`src/hdl/bl_pkg.sv`:
```
// constants shared by the backlight brightness control block
// assumes a 20 MHz system clock and register writes from an i2c target
package bl_pkg;
	localparam logic [7:0] ADDR_CFG1     = 8'h02;
	localparam logic [7:0] ADDR_CFG2     = 8'h03;
	localparam logic [7:0] ADDR_BRT_LO   = 8'h04;
	localparam logic [7:0] ADDR_BRT_HI   = 8'h05;
	localparam logic [7:0] ADDR_AUTO_LO  = 8'h06;
	localparam logic [7:0] ADDR_AUTO_HI  = 8'h07;
	localparam logic [7:0] ADDR_BACKLIGHT_ON_BIT    = 8'h08;
	localparam logic [7:0] ADDR_FLAGS    = 8'h0F;
	localparam logic [7:0] ADDR_OPTION   = 8'h10;

	localparam logic [7:0] RST_CFG1      = 8'h08;
	localparam logic [7:0] RST_CFG2      = 8'h00;
	localparam logic [7:0] RST_BRT_LO    = 8'h07;
	localparam logic [7:0] RST_BRT_HI    = 8'hFF;
	localparam logic [7:0] RST_AUTO      = 8'h00;
	localparam logic [7:0] RST_BACKLIGHT_ON_BIT     = 8'h00;
	localparam logic [7:0] RST_OPTION    = 8'h00;

	localparam int BIT_PWM_EN            = 0;
	localparam int BIT_PWM_RAMP          = 1;
	localparam int BIT_MAP_LINEAR        = 3;
	localparam int BIT_FREQ_SEL          = 7;
	localparam int BIT_BL_ON             = 4;
	localparam int BIT_LOOP_OFF_LSB      = 3;
	localparam int BIT_FLAG_OVP          = 0;
	localparam int BIT_FLAG_OPEN         = 1;
	localparam int BIT_FLAG_WARN         = 2;
	localparam int BIT_FLAG_ACTIVE       = 3;

	// pwm sampling: one sample per period, duty over a 2048-sample window
	localparam int CLK_PERIOD_NS         = 50;
	localparam int SAMPLE_PERIOD_NS      = 1000;
	localparam int SAMPLE_DIV            = SAMPLE_PERIOD_NS / CLK_PERIOD_NS;
	localparam logic [11:0] DUTY_FULL    = 12'h800;

	// currents in units of 10 nA
	localparam logic [21:0] LIN_OFFSET   = 22'h0011B9; // 45.37 uA
	localparam logic [21:0] LIN_SLOPE    = 22'h0005B7; // 14.63 uA
	localparam logic [21:0] EXP_BASE     = 22'h001770; // 60 uA
	// 0.003040572 scaled by 2^26
	localparam logic [17:0] EXP_STEP_K   = 18'h31D11;
	localparam int EXP_FRAC              = 16;
	localparam int EXP_KSHIFT            = 26;

	typedef enum logic [1:0] {
		ST_SHUTDOWN = 2'b00,
		ST_STANDBY  = 2'b01,
		ST_ACTIVE   = 2'b10
	} bl_state_t;

	typedef enum logic [1:0] {
		FREQ_250K = 2'b00,
		FREQ_500K = 2'b01,
		FREQ_1M   = 2'b10
	} boost_freq_t;
endpackage

```
`src/hdl/pwm_duty_meter.sv`:
```
// measures the duty of the synchronised pwm input over a fixed window
// assumes pwm_i is already in the clk_i domain
`timescale 1ns/1ps
`default_nettype none
module pwm_duty_meter (
	input  wire logic        clk_i,
	input  wire logic        rst_n_i,
	input  wire logic        clear_i,
	input  wire logic        pwm_i,
	output logic [11:0]      duty_o
);
	logic [7:0]  div_ff;
	logic [10:0] win_ff;
	logic [11:0] high_ff;
	logic        tick;

	assign tick = (div_ff == 8'(bl_pkg::SAMPLE_DIV - 1));

	always_ff @(posedge clk_i or negedge rst_n_i) begin
		if (!rst_n_i) begin
			div_ff <= 8'h00;
		end else if (clear_i || tick) begin
			div_ff <= 8'h00;
		end else begin
			div_ff <= div_ff + 8'h01;
		end
	end

	// duty is 0..2048 highs per 2048 samples; 2048 means full duty
	always_ff @(posedge clk_i or negedge rst_n_i) begin
		if (!rst_n_i) begin
			win_ff  <= 11'h000;
			high_ff <= 12'h000;
			duty_o  <= 12'h000;
		end else if (clear_i) begin
			win_ff  <= 11'h000;
			high_ff <= 12'h000;
			duty_o  <= 12'h000;
		end else if (tick) begin
			win_ff <= win_ff + 11'h001;
			if (win_ff == 11'h7FF) begin
				duty_o  <= high_ff + {11'h000, pwm_i};
				high_ff <= 12'h000;
			end else begin
				high_ff <= high_ff + {11'h000, pwm_i};
			end
		end
	end
endmodule // pwm_duty_meter
`default_nettype wire

```
`src/hdl/exp_mapper.sv`:
```
// exponential law: current = base * ratio^code, by repeated scaling
// assumes start_i pulses with a stable code; result held until next start
`timescale 1ns/1ps
`default_nettype none
module exp_mapper (
	input  wire logic        clk_i,
	input  wire logic        rst_n_i,
	input  wire logic        start_i,
	input  wire logic [10:0] code_i,
	output logic [21:0]      current_o,
	output logic             busy_o
);
	logic [10:0] cnt_ff;
	logic [37:0] acc_ff;
	logic [55:0] prod;

	// one step per clock: up to 2047 steps plus one cycle to load the result, traded for no lookup table
	assign prod = {18'h00000, acc_ff} * {38'h0, bl_pkg::EXP_STEP_K};

	always_ff @(posedge clk_i or negedge rst_n_i) begin
		if (!rst_n_i) begin
			cnt_ff    <= 11'h000;
			acc_ff    <= 38'h0;
			current_o <= 22'h000000;
			busy_o    <= 1'b0;
		end else if (start_i) begin
			cnt_ff <= code_i;
			acc_ff <= {bl_pkg::EXP_BASE, 16'h0000};
			busy_o <= (code_i != 11'h000);
			if (code_i == 11'h000) begin
				current_o <= 22'h000000;
			end
		end else if (busy_o) begin
			if (cnt_ff == 11'h000) begin
				current_o <= acc_ff[37:bl_pkg::EXP_FRAC];
				busy_o    <= 1'b0;
			end else begin
				acc_ff <= acc_ff + {8'h00, prod[55:bl_pkg::EXP_KSHIFT]};
				cnt_ff <= cnt_ff - 11'h001;
			end
		end
	end
endmodule // exp_mapper
`default_nettype wire

```
`src/hdl/backlight_brightness_control.sv`:
```
// backlight brightness control: registers, operating state, code, mapping
// assumes an i2c target on clk_i gives write/read strobes; pins are async
`timescale 1ns/1ps
`default_nettype none
module backlight_brightness_control (
	input  wire logic        clk_i,
	input  wire logic        rst_n_i,
	input  wire logic        master_enable_n_i,
	input  wire logic        pwm_i,
	input  wire logic        wr_en_i,
	input  wire logic [7:0]  wr_addr_i,
	input  wire logic [7:0]  wr_data_i,
	input  wire logic        rd_en_i,
	input  wire logic [7:0]  rd_addr_i,
	input  wire logic        ovp_fault_i,
	input  wire logic        open_fault_i,
	input  wire logic        thermal_warn_i,
	output logic [7:0]       rd_data_o,
	output logic [1:0]       state_o,
	output logic             boost_on_o,
	output logic [1:0]       string_sink_enables_o,
	output logic [1:0]       boost_freq_select_o,
	output logic [10:0]      led_code_o,
	output logic [21:0]      led_current_o
);
	logic [1:0]  en_sync_ff;
	logic [1:0]  pwm_sync_ff;
	logic [2:0]  ovp_sync_ff;
	logic [2:0]  open_sync_ff;
	logic [2:0]  warn_sync_ff;
	logic        enabled;

	logic [7:0]  cfg1_ff;
	logic [7:0]  cfg2_ff;
	logic [2:0]  brt_lo_ff;
	logic [7:0]  brt_hi_ff;
	logic [7:0]  auto_lo_ff;
	logic [7:0]  auto_hi_ff;
	logic [7:0]  backlight_on_bit_ff;
	logic [7:0]  option_ff;
	logic [10:0] brt_code_ff;
	logic [2:0]  flags_ff;

	logic [11:0] duty;
	logic [10:0] ramp_ff;
	logic [10:0] code_ff;
	logic [10:0] nxt_code;
	logic        exp_start_ff;
	logic [21:0] exp_current;
	logic        exp_busy;
	logic        pwm_en;
	logic        map_linear;
	logic        active;
	bl_pkg::bl_state_t state_ff;
	bl_pkg::bl_state_t nxt_state;

	function automatic logic [10:0] scale_by_duty(
		input logic [10:0] code,
		input logic [11:0] d
	);
		logic [22:0] p;
		p = {12'h000, code} * {11'h000, d};
		scale_by_duty = p[21:11];
	endfunction

	function automatic logic wr_hit(input logic [7:0] a);
		wr_hit = wr_en_i && (wr_addr_i == a);
	endfunction

	// pin inputs pass two flops before use
	always_ff @(posedge clk_i or negedge rst_n_i) begin
		if (!rst_n_i) begin
			en_sync_ff  <= 2'b00;
			pwm_sync_ff <= 2'b00;
		end else begin
			en_sync_ff  <= {en_sync_ff[0], master_enable_n_i};
			pwm_sync_ff <= {pwm_sync_ff[0], pwm_i};
		end
	end

	// bit 2 of each fault chain is a delay stage for edge-free sticky set
	always_ff @(posedge clk_i or negedge rst_n_i) begin
		if (!rst_n_i) begin
			ovp_sync_ff  <= 3'b000;
			open_sync_ff <= 3'b000;
			warn_sync_ff <= 3'b000;
		end else begin
			ovp_sync_ff  <= {ovp_sync_ff[1:0], ovp_fault_i};
			open_sync_ff <= {open_sync_ff[1:0], open_fault_i};
			warn_sync_ff <= {warn_sync_ff[1:0], thermal_warn_i};
		end
	end

	// pin high enables the device; low holds everything in reset
	assign enabled = en_sync_ff[1];

	always_ff @(posedge clk_i or negedge rst_n_i) begin
		if (!rst_n_i) begin
			cfg1_ff    <= bl_pkg::RST_CFG1;
			cfg2_ff    <= bl_pkg::RST_CFG2;
			brt_lo_ff  <= bl_pkg::RST_BRT_LO[2:0];
			brt_hi_ff  <= bl_pkg::RST_BRT_HI;
			auto_lo_ff <= bl_pkg::RST_AUTO;
			auto_hi_ff <= bl_pkg::RST_AUTO;
			backlight_on_bit_ff   <= bl_pkg::RST_BACKLIGHT_ON_BIT;
			option_ff  <= bl_pkg::RST_OPTION;
		end else if (!enabled) begin
			cfg1_ff    <= bl_pkg::RST_CFG1;
			cfg2_ff    <= bl_pkg::RST_CFG2;
			brt_lo_ff  <= bl_pkg::RST_BRT_LO[2:0];
			brt_hi_ff  <= bl_pkg::RST_BRT_HI;
			auto_lo_ff <= bl_pkg::RST_AUTO;
			auto_hi_ff <= bl_pkg::RST_AUTO;
			backlight_on_bit_ff   <= bl_pkg::RST_BACKLIGHT_ON_BIT;
			option_ff  <= bl_pkg::RST_OPTION;
		end else begin
			// writes land in standby as well as active
			if (wr_hit(bl_pkg::ADDR_CFG1)) cfg1_ff <= wr_data_i;
			if (wr_hit(bl_pkg::ADDR_CFG2)) cfg2_ff <= wr_data_i;
			if (wr_hit(bl_pkg::ADDR_BRT_LO)) brt_lo_ff <= wr_data_i[2:0];
			if (wr_hit(bl_pkg::ADDR_BRT_HI)) brt_hi_ff <= wr_data_i;
			if (wr_hit(bl_pkg::ADDR_AUTO_LO)) auto_lo_ff <= wr_data_i;
			if (wr_hit(bl_pkg::ADDR_AUTO_HI)) auto_hi_ff <= wr_data_i;
			if (wr_hit(bl_pkg::ADDR_BACKLIGHT_ON_BIT)) backlight_on_bit_ff <= wr_data_i;
			if (wr_hit(bl_pkg::ADDR_OPTION)) option_ff <= wr_data_i;
		end
	end

	// the applied code only moves when the upper byte is written
	always_ff @(posedge clk_i or negedge rst_n_i) begin
		if (!rst_n_i) begin
			brt_code_ff <= {bl_pkg::RST_BRT_HI, bl_pkg::RST_BRT_LO[2:0]};
		end else if (!enabled) begin
			brt_code_ff <= {bl_pkg::RST_BRT_HI, bl_pkg::RST_BRT_LO[2:0]};
		end else if (wr_hit(bl_pkg::ADDR_BRT_HI)) begin
			brt_code_ff <= {wr_data_i, brt_lo_ff};
		end
	end

	// sticky faults; a new fault beats the clear-on-read in the same cycle
	always_ff @(posedge clk_i or negedge rst_n_i) begin
		if (!rst_n_i) begin
			flags_ff <= 3'b000;
		end else if (!enabled) begin
			flags_ff <= 3'b000;
		end else begin
			if (rd_en_i && rd_addr_i == bl_pkg::ADDR_FLAGS) begin
				flags_ff <= {warn_sync_ff[2], open_sync_ff[2],
					ovp_sync_ff[2]};
			end else begin
				flags_ff <= flags_ff | {warn_sync_ff[2], open_sync_ff[2],
					ovp_sync_ff[2]};
			end
		end
	end

	always_ff @(posedge clk_i or negedge rst_n_i) begin
		if (!rst_n_i) begin
			rd_data_o <= 8'h00;
		end else if (!enabled) begin
			rd_data_o <= 8'h00;
		end else if (rd_en_i) begin
			case (rd_addr_i)
				bl_pkg::ADDR_CFG1:    rd_data_o <= cfg1_ff;
				bl_pkg::ADDR_CFG2:    rd_data_o <= cfg2_ff;
				bl_pkg::ADDR_BRT_LO:  rd_data_o <= {5'h00, brt_lo_ff};
				bl_pkg::ADDR_BRT_HI:  rd_data_o <= brt_hi_ff;
				bl_pkg::ADDR_AUTO_LO: rd_data_o <= auto_lo_ff;
				bl_pkg::ADDR_AUTO_HI: rd_data_o <= auto_hi_ff;
				bl_pkg::ADDR_BACKLIGHT_ON_BIT:   rd_data_o <= backlight_on_bit_ff;
				bl_pkg::ADDR_OPTION:  rd_data_o <= option_ff;
				bl_pkg::ADDR_FLAGS: begin
					rd_data_o <= {4'h0, state_ff == bl_pkg::ST_ACTIVE,
						flags_ff};
				end
				default: rd_data_o <= 8'h00;
			endcase
		end
	end

	assign pwm_en     = cfg1_ff[bl_pkg::BIT_PWM_EN];
	assign map_linear = cfg1_ff[bl_pkg::BIT_MAP_LINEAR];

	pwm_duty_meter u_duty (
		.clk_i   (clk_i),
		.rst_n_i (rst_n_i),
		.clear_i (!enabled || !pwm_en),
		.pwm_i   (pwm_sync_ff[1]),
		.duty_o  (duty)
	);

	// ramper stage: ramp timing is outside this block, so it follows at
	// once; the ramp bit still chooses what enters it
	always_ff @(posedge clk_i or negedge rst_n_i) begin
		if (!rst_n_i) begin
			ramp_ff <= 11'h000;
		end else if (pwm_en && cfg1_ff[bl_pkg::BIT_PWM_RAMP]) begin
			ramp_ff <= scale_by_duty(brt_code_ff, duty);
		end else begin
			ramp_ff <= brt_code_ff;
		end
	end

	always_comb begin
		if (!pwm_en) begin
			nxt_code = ramp_ff;
		end else if (cfg1_ff[bl_pkg::BIT_PWM_RAMP]) begin
			nxt_code = ramp_ff;
		end else begin
			nxt_code = scale_by_duty(ramp_ff, duty);
		end
	end

	// the host sequence of strings, brightness then enable is not assumed
	assign active = backlight_on_bit_ff[bl_pkg::BIT_BL_ON]
		&& (brt_code_ff != 11'h000)
		&& (backlight_on_bit_ff[1:0] != 2'b00)
		&& (!pwm_en || duty != 12'h000);

	always_comb begin
		case (state_ff)
			bl_pkg::ST_SHUTDOWN: nxt_state = enabled ?
				bl_pkg::ST_STANDBY : bl_pkg::ST_SHUTDOWN;
			bl_pkg::ST_STANDBY, bl_pkg::ST_ACTIVE: begin
				if (!enabled) begin
					nxt_state = bl_pkg::ST_SHUTDOWN;
				end else if (active) begin
					nxt_state = bl_pkg::ST_ACTIVE;
				end else begin
					nxt_state = bl_pkg::ST_STANDBY;
				end
			end
			default: nxt_state = bl_pkg::ST_SHUTDOWN;
		endcase
	end

	always_ff @(posedge clk_i or negedge rst_n_i) begin
		if (!rst_n_i) begin
			state_ff <= bl_pkg::ST_SHUTDOWN;
		end else begin
			state_ff <= nxt_state;
		end
	end

	assign state_o = state_ff;

	// power stage outputs follow the next state so they agree with it
	always_ff @(posedge clk_i or negedge rst_n_i) begin
		if (!rst_n_i) begin
			boost_on_o            <= 1'b0;
			string_sink_enables_o <= 2'b00;
		end else if (nxt_state == bl_pkg::ST_ACTIVE) begin
			boost_on_o <= (option_ff[bl_pkg::BIT_LOOP_OFF_LSB +: 2]
				!= 2'b11);
			string_sink_enables_o <= backlight_on_bit_ff[1:0];
		end else begin
			boost_on_o            <= 1'b0;
			string_sink_enables_o <= 2'b00;
		end
	end

	// auto mode whenever either threshold is non-zero
	always_ff @(posedge clk_i or negedge rst_n_i) begin
		if (!rst_n_i) begin
			boost_freq_select_o <= bl_pkg::FREQ_500K;
		end else if (auto_lo_ff != 8'h00 || auto_hi_ff != 8'h00) begin
			if (brt_hi_ff >= auto_hi_ff) begin
				boost_freq_select_o <= bl_pkg::FREQ_1M;
			end else if (brt_hi_ff < auto_lo_ff) begin
				boost_freq_select_o <= bl_pkg::FREQ_250K;
			end else begin
				boost_freq_select_o <= bl_pkg::FREQ_500K;
			end
		end else if (cfg2_ff[bl_pkg::BIT_FREQ_SEL]) begin
			boost_freq_select_o <= bl_pkg::FREQ_1M;
		end else begin
			boost_freq_select_o <= bl_pkg::FREQ_500K;
		end
	end

	// the mapped code is zero whenever the strings are not driven
	always_ff @(posedge clk_i or negedge rst_n_i) begin
		if (!rst_n_i) begin
			code_ff      <= 11'h000;
			exp_start_ff <= 1'b0;
		end else begin
			code_ff <= (nxt_state == bl_pkg::ST_ACTIVE) ? nxt_code : 11'h000;
			exp_start_ff <= (((nxt_state == bl_pkg::ST_ACTIVE) ?
				nxt_code : 11'h000) != code_ff) || exp_start_ff && exp_busy;
		end
	end

	exp_mapper u_exp (
		.clk_i     (clk_i),
		.rst_n_i   (rst_n_i),
		.start_i   (exp_start_ff && !exp_busy),
		.code_i    (code_ff),
		.current_o (exp_current),
		.busy_o    (exp_busy)
	);

	always_ff @(posedge clk_i or negedge rst_n_i) begin
		if (!rst_n_i) begin
			led_code_o    <= 11'h000;
			led_current_o <= 22'h000000;
		end else begin
			led_code_o <= code_ff;
			if (code_ff == 11'h000) begin
				led_current_o <= 22'h000000;
			end else if (map_linear) begin
				led_current_o <= bl_pkg::LIN_OFFSET
					+ 22'(bl_pkg::LIN_SLOPE * {11'h000, code_ff});
			end else if (!exp_busy && !exp_start_ff) begin
				led_current_o <= exp_current;
			end
		end
	end
endmodule // backlight_brightness_control
`default_nettype wire

```
`config.mk`:
```
export PLATFORM = sky130hd
export DESIGN_NAME = backlight_brightness_control
export DESIGN_NICKNAME = d
export VERILOG_FILES = /design/src/hdl/bl_pkg.sv /design/src/hdl/pwm_duty_meter.sv /design/src/hdl/exp_mapper.sv /design/src/hdl/backlight_brightness_control.sv
export SDC_FILE = /design/constraint.sdc
export NUM_CORES = 2
export LEC_CHECK = 0
export BUFFER_PORTS_ARGS = -buffer_cell sky130_fd_sc_hd__clkbuf_2
export CELL_PAD_IN_SITES_DETAIL_PLACEMENT = 0
export CELL_PAD_IN_SITES_GLOBAL_PLACEMENT = 1
export CORE_ASPECT_RATIO = 1.25
export CORE_MARGIN = 4
export CORE_UTILIZATION = 55
export DETAILED_ROUTE_END_ITERATION = 10
export GPL_TIMING_DRIVEN = 0
export PLACE_DENSITY_LB_ADDON = 0.25
export SLEW_MARGIN = 20
export SYNTH_ARGS = -nofsm -noshare
export SYNTH_HDL_FRONTEND = slang
export SYNTH_SLANG_ARGS = --single-unit
export TNS_END_PERCENT = 1
```
`constraint.sdc`:
```
create_clock -name clk_i -period 13.5 [get_ports clk_i]
set_input_delay 1.35 -clock clk_i [delete_from_list [all_inputs] [get_ports clk_i]]
set_output_delay 1.35 -clock clk_i [all_outputs]
set_load 0.02 [all_outputs]
```
==> summary.md <==
| Metric | Value |
|---|---|
| Clock period minus worst slack | `9.20 ns` |
| WL per Instance | `19.2 um` |
| Number of synthesized register bits | `264` |
| Die X | `between 200 and 250 um` |
| Switch share | `0.227` |
| CP Class | `reg2reg` |
| Initial antenna violation count | `1` |
| CP dominant cell by count | `fa_1` |
| Ys flop type | `dfrtp_1` |
| Internal | `1280 uW` |
| CP max stage delay | `roughly 0.53 ns` |
| Cell area after synthesis | `roughly 34000 um2` |
| Routed Wire Length | `88600 um` |
| Crit-path max FO | `7` |
| Combinational power share | `0.030` |
| Largest net degree at the start of global routing | `85` |
| Cts hold-fix bufs | `0` |
| Leakage | `between 0.015 and 0.02 uW` |
| Port bufs | `between 70 and 80` |
| DR pass1 iterations | `8` |
| Seq pwr share | `0.481` |
| Final setup violation count | `0` |
| Area growth, synth to finish | `7.32%` |
| Final Skew | `roughly 0.019 ns` |
| Worst vdd ir | `92.7 uV` |
| Clock power share | `0.489` |
| Number of synthesized flops with an enable pin | `0` |
| H-tree depth | `1` |
| Fill count | `5486` |
| Clock Tree Root | `clkbuf_16` |
| CTS sink count | `between 200 and 300` |
| Clock Path Buffers | `3` |
| Area share of the largest cell type after synthesis | `0.248` |
| Core footprint | `61000 um2` |
| Resized Gates After CTS | `0` |
| Multi-input gate area | `~24000 um2` |
| YS warnings | `0` |
| Max cap viols | `0` |
| Chip Height | `between 200 and 300 um` |
| Share of layout cells above drive strength 1 | `0.0464` |
| Most common cell after layout, fill and taps aside | `inv_1` |
| Kind of end point of the critical path | `flop` |
| CP top delay family | `adder cells` |
| Detailed placement HPWL | `slightly above 70000 um` |
| Critical path buffers and inverters | `4` |
| RSZ-0062 raised after global routing | `false` |
| Worst Path Arrival | `9.61 ns` |
| Post-CTS Setup Bufs | `0` |
| Placement row count | `about 100` |
| Overall Global Routing Usage | `0.275` |
| Fmax | `~110 MHz` |
| Worst-margin pin slew | `between 0.9 and 1 ns` |
| Gr ovfl total | `0` |
| Synth top area cells | `fa_1 25%, dfrtp_1 18%, ha_1 18%` |
| TritonCTS clock tree | `done` |
| Dominant cell type by area after synthesis | `fa_1` |
| Routed Antenna Nets | `0` |
| Avg Synthesized Cell Area | `9.30 um2` |
| CTS buffer count | `27` |
| Commonest non-fill, non-tap cells in the layout | `762 x inv_1, 478 x ha_1, 421 x fa_1` |
| DRC | `0` |
| Initial core utilization | `0.558` |
| Drt via density | `approximately 5.5` |
| Crit path required time | `between 10 and 15 ns` |
| P_sw | `between 300 and 400 uW` |
| Pwr Density | `around 45 nW/um2` |
| Final #Nets | `~4700` |
| Placed cell area | `35600 um2` |
| Setup TNS | `0 ns` |
| Min-Delay Path Class | `reg2reg` |
| Status | `completed` |
| Finished Cell Area | `between 30000 and 40000 um2` |
| IO Pins | `81` |
| Clock Latency Late Sink | `0.56 ns` |
| Register area share after synthesis | `0.195` |
| Routed vias | `roughly 25000` |
| Pins Over Slew Limit | `0` |
| CP startpoint kind | `flop` |
| Fin. Hold Viols | `0` |
| Syn nets | `4594` |
| Vias in the first global route | `approximately 27000` |
| Cell variety after synth | `between 80 and 90` |
| Initial DRC count | `1347` |
| Die area | `approximately 66000 um2` |
| Cells after synthesis | `roughly 3700` |
| Reg area | `~6600 um2` |
| First-pass GRT wire length | `145000 um` |
| Routability cong. | `0.874` |
| Worst-path clk slew | `about 0.07 ns` |
| Slowest cell on crit path | `dfrtp_1` |
| Final Cycle Share | `0.681` |
| Async S/R FF share, synth | `1.00` |
| Slew headroom | `0.364` |
[metrics by stage]
stage	cells	utilization	hold slack (ns)	setup WS [ns]	power, uW
floorplan	3662	-	0.331	5.77	826
global placement	4562	0.581	0.333	4.30	858
detailed placement	4566	0.583	0.335	4.26	861
CTS	4616	0.599	0.350	4.23	1670
global route	4616	0.599	0.353	3.85	1710
finish	4617	0.599	0.348	4.30	1660
[area by class of cell]
class	count	share of cell area
timing repair buffer	80	0.0131
sequential	264	0.181
buffer	123	0.0128
antenna	1	0.0000685
clock inverter	11	0.00414
clock buffer	39	0.0219
multi-input combinational	2513	0.660
inverter	762	0.0783
tap	824	0.0282
[synthesized netlist by cell type, types with 13 or more instances]
| cell | count |
|---|---|
| inv_1 | 762 |
| ha_1 | 478 |
| fa_1 | 421 |
| nand2_1 | 337 |
| dfrtp_1 | 248 |
| nor2_1 | 138 |
| a21oi_1 | 132 |
| clkbuf_1 | 115 |
| and2_1 | 104 |
| o21ai_0 | 98 |
| nor2b_1 | 90 |
| xnor2_1 | 73 |
| nand3_1 | 71 |
| mux2i_1 | 64 |
| xor2_1 | 64 |
| a21o_1 | 50 |
| a211oi_1 | 49 |
| nor3_1 | 43 |
| a22o_1 | 29 |
| nand4_1 | 24 |
| and3_1 | 18 |
| dfstp_2 | 16 |
| a31oi_1 | 15 |
| nor4_1 | 14 |
| nand2b_1 | 13 |
| o21bai_1 | 13 |
[sequential cells by signal, summed over array words and instances (netlist names), 11 cells and up]
register         flops
ramp_ff             11
led_code_o          11
u_duty.duty_o       12
u_exp.current_o     22
u_duty.high_ff      12
u_exp.cnt_ff        11
u_exp.acc_ff        38
u_duty.win_ff       11
code_ff             11
led_current_o       22
[metal layers]
metal | vias to the layer above | global-route usage | part of all wire
li1 | 12013 | - | -
met1 | 12565 | 0.329 | 0.39
met2 | 517 | 0.519 | 0.54
met3 | 171 | 0.0227 | 0.033
met4 | 0 | 0.0936 | 0.039
met5 | - | 0 | 0
[path summary, 6_finish.rpt]
kind,slack [ns],from,to,depth (start not counted)
setup / recovery,4.30,u_exp.acc_ff[6],u_exp.acc_ff[37],32
hold / removal,0.35,en_sync_ff[0],en_sync_ff[1],0
setup reg to reg,4.30,u_exp.acc_ff[6],u_exp.acc_ff[37],32
hold reg to reg,0.35,en_sync_ff[0],en_sync_ff[1],0
max in group asynchronous,11.13,rst_n_i,led_current_o[1],4
min in group asynchronous,0.79,rst_n_i,en_sync_ff[0],1
[cells by family (layout without fill, tap and decap cells)]
logic type,count (synthesis),after routing,synth area share
AOI/OAI and AO/OA,505,505,0.0987
xor gates and xnor gates,137,137,0.0352
adders and majority gates,899,899,0.423
buffers and inverters,885,1015,0.0977
DFF,264,264,0.195
muxes,73,73,0.0226
other,0,1,0
and+or+nand+nor,899,899,0.128
[power by group through the flow]
stage	registers, uW	clock network (uW)	logic, uW
floorplan	811	0	15.0
global placement	812	0	46.1
detailed placement	811	0	50.2
CTS	797	823	50.4
global route	796	856	54.9
finish	797	810	49.2
(Power assumes the default switching activity.)
